`src/rtl/nmpc_consts.vh`:
```
// Constants for the two-plane NAND program/erase/reset host sequencer.
// Assumes inclusion by bare name from the rtl folder.
`ifndef NMPC_CONSTS_VH
`define NMPC_CONSTS_VH

// ****************************************
// Command codes
// ****************************************
`define NMPC_CMD_SERIAL_IN    8'h80
`define NMPC_CMD_PLANE2_IN    8'h81
`define NMPC_CMD_REPROG       8'h8B
`define NMPC_CMD_COPYBACK     8'h85
`define NMPC_CMD_DUMMY_CONF   8'h11
`define NMPC_CMD_PROG_CONF    8'h10
`define NMPC_CMD_CACHE_CONF   8'h15
`define NMPC_CMD_ERASE_SETUP  8'h60
`define NMPC_CMD_ERASE_CONF   8'hD0
`define NMPC_CMD_ERASE_NEXT   8'hD1
`define NMPC_CMD_STATUS       8'h70
`define NMPC_CMD_STATUS_ENH   8'h78
`define NMPC_CMD_RESET        8'hFF

// ****************************************
// Software register map (word index)
// ****************************************
`define NMPC_REG_CTRL    4'h0
`define NMPC_REG_STATUS  4'h1
`define NMPC_REG_ADDR0   4'h2
`define NMPC_REG_ADDR1   4'h3
`define NMPC_REG_DATA    4'h4
`define NMPC_REG_RESULT  4'h5

// CTRL fields
`define NMPC_CTRL_OP_LSB    0
`define NMPC_CTRL_OP_MSB    2
`define NMPC_CTRL_PLANE2    3
`define NMPC_CTRL_ALT81     4
`define NMPC_CTRL_CACHE     5
`define NMPC_CTRL_ALTD1     6
`define NMPC_CTRL_NDATA_LSB 8
`define NMPC_CTRL_NDATA_MSB 15

// Operation codes written to CTRL.op (write starts operation)
`define NMPC_OP_PROG    3'h1
`define NMPC_OP_REPROG  3'h2
`define NMPC_OP_COPY    3'h3
`define NMPC_OP_ERASE   3'h4
`define NMPC_OP_RESET   3'h5
`define NMPC_OP_STATUS  3'h6
`define NMPC_OP_STENH   3'h7

// Device status bit positions
`define NMPC_ST_FAIL     0
`define NMPC_ST_PFAIL    1
`define NMPC_ST_ARDY     5
`define NMPC_ST_CRDY     6

// ****************************************
// Pin timing
// ****************************************
`define NMPC_CLK_NS       8
`define NMPC_STROBE_NS    24
`define NMPC_STROBE_CYC   ((`NMPC_STROBE_NS + `NMPC_CLK_NS - 1) / `NMPC_CLK_NS)
`define NMPC_WB_NS        104
`define NMPC_WB_CYC       ((`NMPC_WB_NS + `NMPC_CLK_NS - 1) / `NMPC_CLK_NS)
`define NMPC_ROW_CYCLES   3'h3
`define NMPC_ALL_CYCLES   3'h5

`endif

```
`src/rtl/nmpc_sync.v`:
```
// Two flip-flop synchroniser for one asynchronous pin level.
// Assumes the input comes from outside the clk domain.
`timescale 1ns/1ns
`default_nettype none
module nmpc_sync (
  input  wire clk,
  input  wire reset,
  input  wire async_in,
  output reg  sync_out
);
  reg meta;
  always @(posedge clk or posedge reset) begin
    if (reset) begin
      meta     <= 1'b1;
      sync_out <= 1'b1;
    end else begin
      meta     <= async_in;
      sync_out <= meta;
    end
  end
endmodule
`default_nettype wire

```
`src/rtl/nmpc_host.v`:
```
// Host sequencer driving a two-plane NAND device through its command pins.
// Assumes software on a simple strobe port and a device on the I/O bus pins.
//
// Functional notes
// - Multi-plane program starts with 80h, five address cycles, plane 0 data.
// - When ready, 81h or 80h, five address cycles of plane 1, data.
// - Re-program uses 8Bh instead of 80h; data is optional.
// - Pin-only hosts end with 10h; after 15h poll array-ready first.
// - Copy-back needs two reads for copy-back, then 85h per destination; this host issues no reads, only 85h.
// - Copy-back destination lies in the same plane as its source.
// - Erase is 60h, three row cycles, D0h.
// - Multi-plane erase: 60h plus row address per plane, then D0h.
`timescale 1ns/1ns
`default_nettype none
`include "nmpc_consts.vh"
module nmpc_host (
  input  wire        clk,
  input  wire        reset,
  input  wire [3:0]  sw_addr,
  input  wire [31:0] sw_wdata,
  input  wire        sw_wr,
  input  wire        sw_rd,
  output reg  [31:0] sw_rdata,
  output reg         cmd_latch,
  output reg         addr_latch,
  output reg         write_en_n,
  output reg         read_en_n,
  output reg         chip_en_n,
  output reg  [7:0]  io_out,
  output reg         io_oe,
  input  wire [7:0]  io_in,
  input  wire        ready_busy_pin_n
);
  // ****************************************
  // States
  // ****************************************
  localparam S_IDLE = 9'h001;
  localparam S_CMD  = 9'h002;
  localparam S_ADDR = 9'h004;
  localparam S_DATA = 9'h008;
  localparam S_WAIT = 9'h010;
  localparam S_RDST = 9'h020;
  localparam S_CONF = 9'h040;
  localparam S_WB   = 9'h080;
  localparam S_DONE = 9'h100;

  reg [8:0]  state;
  reg [3:0]  step;
  reg [2:0]  op;
  reg [15:0] ctrl;
  reg [39:0] addr0;
  reg [39:0] addr1;
  reg [7:0]  data_byte;
  reg        data_valid;
  reg [7:0]  status;
  reg        busy;
  reg        plane;
  reg [2:0]  acnt;
  reg [7:0]  dcnt;
  reg [3:0]  tcnt;
  reg        phase;
  reg [7:0]  cur_byte;
  reg        cur_cle;
  reg        cur_ale;
  wire       rb_sync;

  nmpc_sync u_rb_sync (
    .clk      (clk),
    .reset    (reset),
    .async_in (ready_busy_pin_n),
    .sync_out (rb_sync)
  );

  wire       two_plane = ctrl[`NMPC_CTRL_PLANE2];
  wire [7:0] ndata     = ctrl[`NMPC_CTRL_NDATA_MSB:`NMPC_CTRL_NDATA_LSB];
  wire [2:0] acycles   = (op == `NMPC_OP_ERASE) ? `NMPC_ROW_CYCLES : `NMPC_ALL_CYCLES;
  wire [39:0] cur_addr = plane ? addr1 : addr0;
  wire       data_push = sw_wr && (sw_addr == `NMPC_REG_DATA);

  // ****************************************
  // Command byte for the current step
  // ****************************************
  always @* begin
    cur_byte = `NMPC_CMD_STATUS;
    case (op)
      `NMPC_OP_PROG:   cur_byte = (plane && ctrl[`NMPC_CTRL_ALT81]) ? `NMPC_CMD_PLANE2_IN
                                  : `NMPC_CMD_SERIAL_IN;
      `NMPC_OP_REPROG: cur_byte = `NMPC_CMD_REPROG;
      `NMPC_OP_COPY:   cur_byte = `NMPC_CMD_COPYBACK;
      `NMPC_OP_ERASE:  cur_byte = `NMPC_CMD_ERASE_SETUP;
      `NMPC_OP_RESET:  cur_byte = `NMPC_CMD_RESET;
      `NMPC_OP_STENH:  cur_byte = `NMPC_CMD_STATUS_ENH;
      default:         cur_byte = `NMPC_CMD_STATUS;
    endcase
  end

  // Confirm byte: dummy 11h/D1h between planes, else 10h/15h/D0h
  reg [7:0] conf_byte;
  always @* begin
    conf_byte = `NMPC_CMD_PROG_CONF;
    if (op == `NMPC_OP_ERASE) begin
      if (two_plane && !plane && ctrl[`NMPC_CTRL_ALTD1])
        conf_byte = `NMPC_CMD_ERASE_NEXT;
      else
        conf_byte = `NMPC_CMD_ERASE_CONF;
    end else if (two_plane && !plane) begin
      conf_byte = `NMPC_CMD_DUMMY_CONF;
    end else if (ctrl[`NMPC_CTRL_CACHE]) begin
      conf_byte = `NMPC_CMD_CACHE_CONF;
    end
  end

  // ****************************************
  // Sequencer
  // ****************************************
  always @(posedge clk or posedge reset) begin
    if (reset) begin
      state      <= S_IDLE;
      op         <= 3'h0;
      ctrl       <= 16'h0000;
      addr0      <= 40'h0000000000;
      addr1      <= 40'h0000000000;
      data_byte  <= 8'h00;
      data_valid <= 1'b0;
      status     <= 8'h00;
      busy       <= 1'b0;
      plane      <= 1'b0;
      acnt       <= 3'h0;
      dcnt       <= 8'h00;
      tcnt       <= 4'h0;
      phase      <= 1'b0;
      cmd_latch  <= 1'b0;
      addr_latch <= 1'b0;
      write_en_n <= 1'b1;
      read_en_n  <= 1'b1;
      chip_en_n  <= 1'b1;
      io_out     <= 8'h00;
      io_oe      <= 1'b0;
      sw_rdata   <= 32'h00000000;
    end else begin
      sw_rdata <= 32'h00000000;
      if (sw_rd) begin
        case (sw_addr)
          `NMPC_REG_CTRL:   sw_rdata <= {16'h0000, ctrl};
          `NMPC_REG_STATUS: sw_rdata <= {22'h000000, data_valid, busy, status};
          `NMPC_REG_ADDR0:  sw_rdata <= addr0[31:0];
          `NMPC_REG_ADDR1:  sw_rdata <= addr1[31:0];
          `NMPC_REG_RESULT: sw_rdata <= {24'h000000, status};
          default:          sw_rdata <= 32'h00000000;
        endcase
      end
      if (sw_wr && sw_addr == `NMPC_REG_ADDR0)
        addr0 <= {8'h00, sw_wdata};
      if (sw_wr && sw_addr == `NMPC_REG_ADDR1)
        addr1 <= {8'h00, sw_wdata};
      if (data_push) begin
        data_byte  <= sw_wdata[7:0];
        data_valid <= 1'b1;
      end
      case (state)
        S_IDLE: begin
          chip_en_n <= 1'b1;
          if (sw_wr && sw_addr == `NMPC_REG_CTRL &&
              sw_wdata[`NMPC_CTRL_OP_MSB:`NMPC_CTRL_OP_LSB] != 3'h0) begin
            ctrl  <= sw_wdata[15:0];
            op    <= sw_wdata[`NMPC_CTRL_OP_MSB:`NMPC_CTRL_OP_LSB];
            busy  <= 1'b1;
            plane <= 1'b0;
            state <= S_CMD;
          end
        end
        S_CMD, S_CONF: begin
          // One latched write cycle: strobe low three cycles, then high four
          chip_en_n <= 1'b0;
          cmd_latch <= 1'b1;
          io_oe     <= 1'b1;
          io_out    <= (state == S_CONF) ? conf_byte : cur_byte;
          tcnt      <= tcnt + 4'h1;
          write_en_n <= (tcnt < `NMPC_STROBE_CYC) ? 1'b0 : 1'b1;
          if (tcnt == 2 * `NMPC_STROBE_CYC) begin
            tcnt      <= 4'h0;
            cmd_latch <= 1'b0;
            acnt      <= 3'h0;
            dcnt      <= 8'h00;
            if (state == S_CONF) begin
              state <= S_WB;
            end else if (op == `NMPC_OP_STATUS || op == `NMPC_OP_STENH) begin
              state <= S_RDST;
            end else if (op == `NMPC_OP_RESET) begin
              state <= S_WB;
            end else begin
              state <= S_ADDR;
            end
          end
        end
        S_ADDR: begin
          addr_latch <= 1'b1;
          io_oe      <= 1'b1;
          // Erase skips the column bytes and sends only the row bytes
          io_out     <= (op == `NMPC_OP_ERASE)
                        ? cur_addr[8*(acnt + `NMPC_ALL_CYCLES - `NMPC_ROW_CYCLES) +: 8]
                        : cur_addr[8*acnt +: 8];
          tcnt       <= tcnt + 4'h1;
          write_en_n <= (tcnt < `NMPC_STROBE_CYC) ? 1'b0 : 1'b1;
          if (tcnt == 2 * `NMPC_STROBE_CYC) begin
            tcnt <= 4'h0;
            acnt <= acnt + 3'h1;
            if (acnt == acycles - 3'h1) begin
              addr_latch <= 1'b0;
              if (op == `NMPC_OP_ERASE && two_plane && !plane &&
                  !ctrl[`NMPC_CTRL_ALTD1]) begin
                plane <= 1'b1;
                state <= S_CMD;
              end else if (op == `NMPC_OP_ERASE) begin
                state <= S_CONF;
              end else begin
                state <= S_DATA;
              end
            end
          end
        end
        S_DATA: begin
          if (dcnt == ndata) begin
            state <= S_CONF;
          end else if (data_valid) begin
            io_oe      <= 1'b1;
            io_out     <= data_byte;
            tcnt       <= tcnt + 4'h1;
            write_en_n <= (tcnt < `NMPC_STROBE_CYC) ? 1'b0 : 1'b1;
            if (tcnt == 2 * `NMPC_STROBE_CYC) begin
              tcnt       <= 4'h0;
              dcnt       <= dcnt + 8'h01;
              data_valid <= data_push;
            end
          end
        end
        S_WB: begin
          // Allow the device time to pull ready/busy low
          io_oe <= 1'b0;
          tcnt  <= tcnt + 4'h1;
          if (tcnt == `NMPC_WB_CYC) begin
            tcnt  <= 4'h0;
            state <= S_WAIT;
          end
        end
        S_WAIT: begin
          if (rb_sync) begin
            if (two_plane && !plane && op != `NMPC_OP_RESET) begin
              plane <= 1'b1;
              state <= S_CMD;
            end else begin
              op    <= `NMPC_OP_STATUS;
              state <= S_CMD;
            end
          end
        end
        S_RDST: begin
          io_oe     <= 1'b0;
          tcnt      <= tcnt + 4'h1;
          read_en_n <= (tcnt < `NMPC_STROBE_CYC) ? 1'b0 : 1'b1;
          if (tcnt == `NMPC_STROBE_CYC - 1)
            status <= io_in;
          if (tcnt == 2 * `NMPC_STROBE_CYC) begin
            tcnt  <= 4'h0;
            // After a cache confirm the pin frees early: poll until the array is idle
            if (ctrl[`NMPC_CTRL_CACHE] && op == `NMPC_OP_STATUS && !status[`NMPC_ST_ARDY])
              state <= S_CMD;
            else
              state <= S_DONE;
          end
        end
        S_DONE: begin
          busy      <= 1'b0;
          chip_en_n <= 1'b1;
          state     <= S_IDLE;
        end
        default: state <= S_IDLE;
      endcase
    end
  end
endmodule
`default_nettype wire

```
`config.mk`:
```
export PLATFORM = sky130hd
export DESIGN_NAME = nmpc_host
export DESIGN_NICKNAME = d
export VERILOG_FILES = /design/src/rtl/nmpc_sync.v /design/src/rtl/nmpc_host.v
export VERILOG_INCLUDE_DIRS = /design/src /design/src/rtl
export SDC_FILE = /design/constraint.sdc
export NUM_CORES = 1
export LEC_CHECK = 0
export ABC_AREA = 1
export BUFFER_PORTS_ARGS = -buffer_cell sky130_fd_sc_hd__buf_2
export CORE_MARGIN = 8
export CORE_UTILIZATION = 55
export CTS_BUF_LIST = sky130_fd_sc_hd__clkbuf_4
export DETAILED_ROUTE_END_ITERATION = 12
export PLACE_DENSITY = 0.75
export SLEW_MARGIN = 20
export SYNTH_ARGS = -nofsm -noshare
export SYNTH_HDL_FRONTEND = slang
export SYNTH_SLANG_ARGS = --single-unit
```
`constraint.sdc`:
```
create_clock -name clk -period 13.98 [get_ports clk]
set_input_delay 0.699 -clock clk [delete_from_list [all_inputs] [get_ports clk]]
set_output_delay 0.699 -clock clk [all_outputs]
set_load 0.01 [all_outputs]
```
## Word-level counts from Yosys, hierarchy flattened

Cells that the tools add are included.

- Bits in writable memories: 0
- Input bits: 49
- Word-level logic and storage cells: 192
- Register bits after elaboration: 174
- Memories: 0
- ROM bits: 0
- Latch bits: 0
- Output and inout port bits: 46

- Multiplexer cells: 72
- Reductions and logical operators: 47
- Bitwise logic cells: 0
- Multipliers: 0
- Shift operators: 2
- Equality and inequality tests: 41
- Divide/modulo/power cells: 0
- Magnitude comparators: 1
- Add/subtract/negate cells: 6

Operator list:

| cell | count |
|---|---|
| one-hot mux 32 bit (5 select lines) | 1 |
| two-way mux 8 bit | 12 |
| two-way mux 9 bit | 9 |
| two-way mux 32 bit | 2 |
| one-hot mux 9 bit (7 select lines) | 1 |
| one-hot mux 8 bit (6 select lines) | 1 |
| indexed part select 40 x 33 -> 8 bit | 1 |
| indexed part select 40 x 7 -> 8 bit | 1 |
| != test 2 bit, second input constant | 13 |
| two-way mux 3 bit | 8 |
| one-hot mux 8 bit (3 select lines) | 1 |
| two-way mux 1 bit | 22 |
| two-way mux 4 bit | 4 |
| one-hot mux 8 bit (2 select lines) | 1 |
| AND reduction 3 bit | 5 |
| nonzero test 3 bit | 5 |
| logical AND 1 bit | 14 |
| two-way mux 7 bit | 2 |
| equality test 3 bit, second input constant | 4 |
| equality test 4 x 2 -> 1 bit, second input constant | 3 |
| equality test 4 x 3 -> 1 bit, second input constant | 3 |
| one-hot mux 3 bit (2 select lines) | 2 |
| one-hot mux 4 bit (3 select lines) | 1 |
| nonzero test 2 bit | 6 |
| other kinds (37) | 47 |

## Depth between registers and ports, before layout

- Word-level depth: 8
- Mapped depth: 13
- Depth with buffers taken out: 12

## By module

Synthesis repeated with hierarchy kept, for this count alone.

- Cells, all modules: 1089
- Area, all modules: 8617.0 sq um

By module, submodules not included:

| module | area an instance (sq um) | instances | seq. area each (sq um) | cells each |
|---|---|---|---|---|
| nmpc_host | 8560.7 | 1 | 4309.1 | 1086 |
| nmpc_sync | 56.3 | 1 | 52.6 | 3 |

## Least setup slack after synthesis

No wires, ideal clock.

- Kind: input-to-reg
- From: input port sw_addr[2]
- To: register addr0[10]
- Library setup time: 130 ps
- Stages on the path: 9
- Setup slack: 12208 ps
- Arrival: 1642 ps
- Required time: 13850 ps
- Cells stage by stage: inv_1 -> nand2_2 -> inv_1 -> nand3_2 -> inv_2 -> nand2_2 -> clkbuf_1 -> nand2_1 -> o21ai_0

- Word-level cells in the longest chain between the ends: 2

RTL lines:

| element | line | text |
|---|---|---|
| start, declared | nmpc_host.v:19 | `input wire [3:0] sw_addr,` |
| equality test 4 x 2 -> 1 bit | -- |  |
| logical AND 1 bit (no source line) | -- |  |
| end signal, assigned | nmpc_host.v:153 | `addr0 <= {8'h00, sw_wdata};` |
| end, declared | nmpc_host.v:51 | `reg [39:0] addr0;` |

Every way passes these cells.
A chain may end at the register's enable or synchronous reset.

## Final worst setup path

- From: input port sw_addr[2]
- To: register addr1[23]

- Word-level cells in the longest chain between the ends: 2

RTL lines:

| element | line | text |
|---|---|---|
| equality test 4 x 2 -> 1 bit | -- |  |
| logical AND 1 bit (no source line) | -- |  |
| end signal, assigned | nmpc_host.v:155 | `addr1 <= {8'h00, sw_wdata};` |
| end, declared | nmpc_host.v:52 | `reg [39:0] addr1;` |

Every way passes these cells.

==> results by group <==
Global route
  • Met3 Use GR: 4.29%
  • Total GRT Usage: 22.9%
  • Initial antenna violation count: 1
  • GRT busiest layer: met2
  • Gr ovfl total: 0
  • Routing usage on met2: 35.7%
  • Number of global-route vias before repair: 7005
  • First-pass GRT wire length: 36300 um
  • Maximum number of pins on one net before global-route repair: 101
  • Grt met1 use: 31.2%

STA
  • Hold WS: 0.197 ns
  • Relative slew slack: 29.5%
  • TNS Setup: 0 ns
  • RSZ-0062 raised after global routing: false
  • Final setup violation count: 0
  • Maximum clock frequency: 0.341 GHz
  • Final hold vios: 0
  • Post-route setup slack: 11.05 ns
  • Clock Skew: 0.0217 ns
  • Crit share post-route: 21.0%
  • Slew Viols, Final: 0
  • Slew @ Worst Pin: 1.05 ns
  • Post-layout minimum cycle time: 2.93 ns

Final layout
  • Syn-to-layout area delta: 9.88%
  • Share of post-route cells with drive strength above 1: 18.1%
  • Final net count: 1205

Clock network
  • CTS max path bufs: 2
  • Clock Latency Late Sink: 0.59 ns
  • PostCTS Resize Cnt: 0
  • CTS tree: yes
  • CTS sink count: 174
  • Clk root buf: clkbuf_4
  • Cts hold-fix bufs: 0
  • CTS H-tree depth: 4
  • Setup Buffers After CTS: 0
  • CTS buffer count: 17
  • Clk pin slew, worst setup/hold paths: 0.14 ns

Synthesis
  • FFs w/ async S/R, synth: 100%
  • Mapped Nets: 1129
  • Main combinational cell family by area after synthesis: simple AND/OR/NAND/NOR gates
  • Synth cell types: 43
  • Part of the Yosys area used for sequential elements: 50.0%
  • Post-synthesis xor/xnor area fraction: 1.00%
  • Average size of a mapped cell: 8.12 um2
  • Post-synthesis simple-gate area fraction: 26.2%
  • Post-synthesis compound-gate area fraction: 13.4%
  • Post-synth top flop: dfrtp_1
  • Fraction of synthesized area in multiplexers: 1.03%
  • Yosys reg bits: 174
  • Cells after Synth: 1074
  • Syn Std Cell Area: 8730 um2
  • Total of warnings raised by yosys: 0
  • Synth Area in Adders: 0.860%
  • EDFF count, synth: 0

Power
  • PD cells: 146 nW/um2
  • LEAKAGE: 0.00491 uW
  • Worst vdd ir: 0.0765 mV

Critical path
  • Critical Path AT: 3.36 ns
  • R2r setup slk: 11.19 ns
  • Worst EP required: 14.41 ns
  • Worst setup path class: in2reg
  • CP startpoint kind: primary input
  • CP Capture Type: register
  • Crit path max fanout: 64

Floorplan
  • Core Area: 15700 um2
  • Die Area: 20200 um2
  • Chip Width: 142 um
  • Initial Util: 55.5%
  • Top-level I/O count: 95
  • Die Span Y: 142 um
  • # rows: 46

Run status
  • Outcome: finished clean

Detailed routing
  • Drc violations: 0
  • Starting DRT DRC Count: 732
  • DRT Wirelength: 22000 um
  • Drt wl/cell: 16.0 um
  • Vias per std cell: 5.35
  • ANT nets after route: 0
  • DR vias: 7385
  • Drt pass-1 iters: 5

Placement
  • Place WS: 10.48 ns
  • Port-buffer cells: 94
  • Routability Congestion: 0.912
  • Hpwl dp: 15600 um

Flow run
  • Max Cap Viol: 0

Min path
  • Hold crit path type: in2reg
-- cell usage in the layout, fill, tap and decap left out, types with 6 or more instances in the layout --
cell / instances
nand2_1: 337
dfrtp_1: 168
o21ai_0: 115
inv_1: 112
buf_2: 94
nand3_1: 66
nor2_1: 41
a21oi_1: 39
clkbuf_4: 18
nand2_2: 13
o21ai_1: 13
nor2_4: 10
inv_2: 9
mux2_2: 8
o21ai_2: 8
o22ai_1: 8
a221oi_1: 8
nand3_2: 7
o211ai_1: 6
ha_1: 6
dfstp_2: 6
-- critical path: stages --
cell and delay (ns):
buf_2 0.09, inv_1 0.05, nand2_2 0.12, inv_1 0.08
nand3_1 0.07, clkinv_1 0.81, nand2_2 1.18, o21ai_0 0.22
-- registers in the layout, indices dropped and copies added, names as in the netlist, 9 cells and up --
| name | flops |
|---|---|
| sw_rdata | 32 |
| ctrl | 16 |
| state | 9 |
| addr1 | 32 |
| addr0 | 32 |
-- final cells by class --
type | instances | area [um2]
fillers | 1441 | 6120
flip-flops and latches | 174 | 4360
multi-input cells | 736 | 3710
repair buffers | 96 | 485
inverters | 125 | 474
well taps | 216 | 270
clock inverters | 14 | 143
clock buffers | 18 | 135
diodes | 2 | 5.00
-- power breakdown --
| group | leakage, uW | switching [uW] | total [uW] | internal (uW) |
|---|---|---|---|---|
| clock | 0.000152 | 179 | 287 | 108 |
| sequential | 0.00224 | 84.1 | 690 | 606 |
| combinational | 0.00252 | 270 | 423 | 154 |
-- cell usage after synthesis, drive strengths merged, types with 5 or more instances --
library cell  count  area share, %
dfrtp           168             48
nand2           355             16
a221oi            8           0.80
o211ai            6           0.52
buf              12           0.93
xnor2             5           0.50
nor2             58            3.9
mux2              8            1.0
clkbuf           27            1.2
o22ai             8           0.57
a21oi            41            2.5
nand3            75            5.0
o21ai           136            8.1
dfstp             6            1.8
xor2              5           0.50
nor3              7           0.52
inv             122            5.2
ha                6           0.86
nand4             6           0.57
-- logic make-up (layout without fill, tap and decap cells) --
| group | after synthesis | count (layout) |
|---|---|---|
| simple gates | 504 | 504 |
| compound gates | 208 | 208 |
| other cells | 0 | 2 |
| buf+inv | 164 | 253 |
| mux | 8 | 8 |
| xor+xnor | 10 | 10 |
| flops | 174 | 174 |
| fa+ha+maj | 6 | 6 |
-- stage by stage --
step / area [um2] / utilization, % / instances / power (uW)
6_report: 9590 / 61.0 / 1381 / 1400
5_1_grt: 9590 / 61.0 / 1381 / 1490
4_1_cts: 9580 / 61.0 / 1379 / 1400
3_5_place_dp: 9310 / 59.2 / 1347 / 1120
3_3_place_gp: 9310 / 59.2 / 1347 / 1110
2_1_floorplan: 8730 / - / 1074 / 999
-- worst paths after layout --
path | startpoint | end | cells past startpoint
min in group asynchronous | reset | ctrl[13]$_DFFE_PP0P_ | 2
min reg2reg | u_rb_sync.meta$_DFF_PP1_ | u_rb_sync.sync_out$_DFF_PP1_ | 0
max | sw_addr[2] | addr1[23]$_DFFE_PP0P_ | 8
max reg2reg | acnt[0]$_DFFE_PP0P_ | io_out[6]$_DFFE_PP0P_ | 9
min | ready_busy_pin_n | u_rb_sync.meta$_DFF_PP1_ | 1
max in group asynchronous | reset | addr0[16]$_DFFE_PP0P_ | 3
-- metal layers --
metal	wire [um]	vias to the layer above	part of all wire [%]
li1	-	3617	-
met1	9960	3466	45
met2	10200	267	46
met3	1410	35	6.4
met4	493	0	2.2
met5	0	-	0
(Power assumes the default switching activity.)
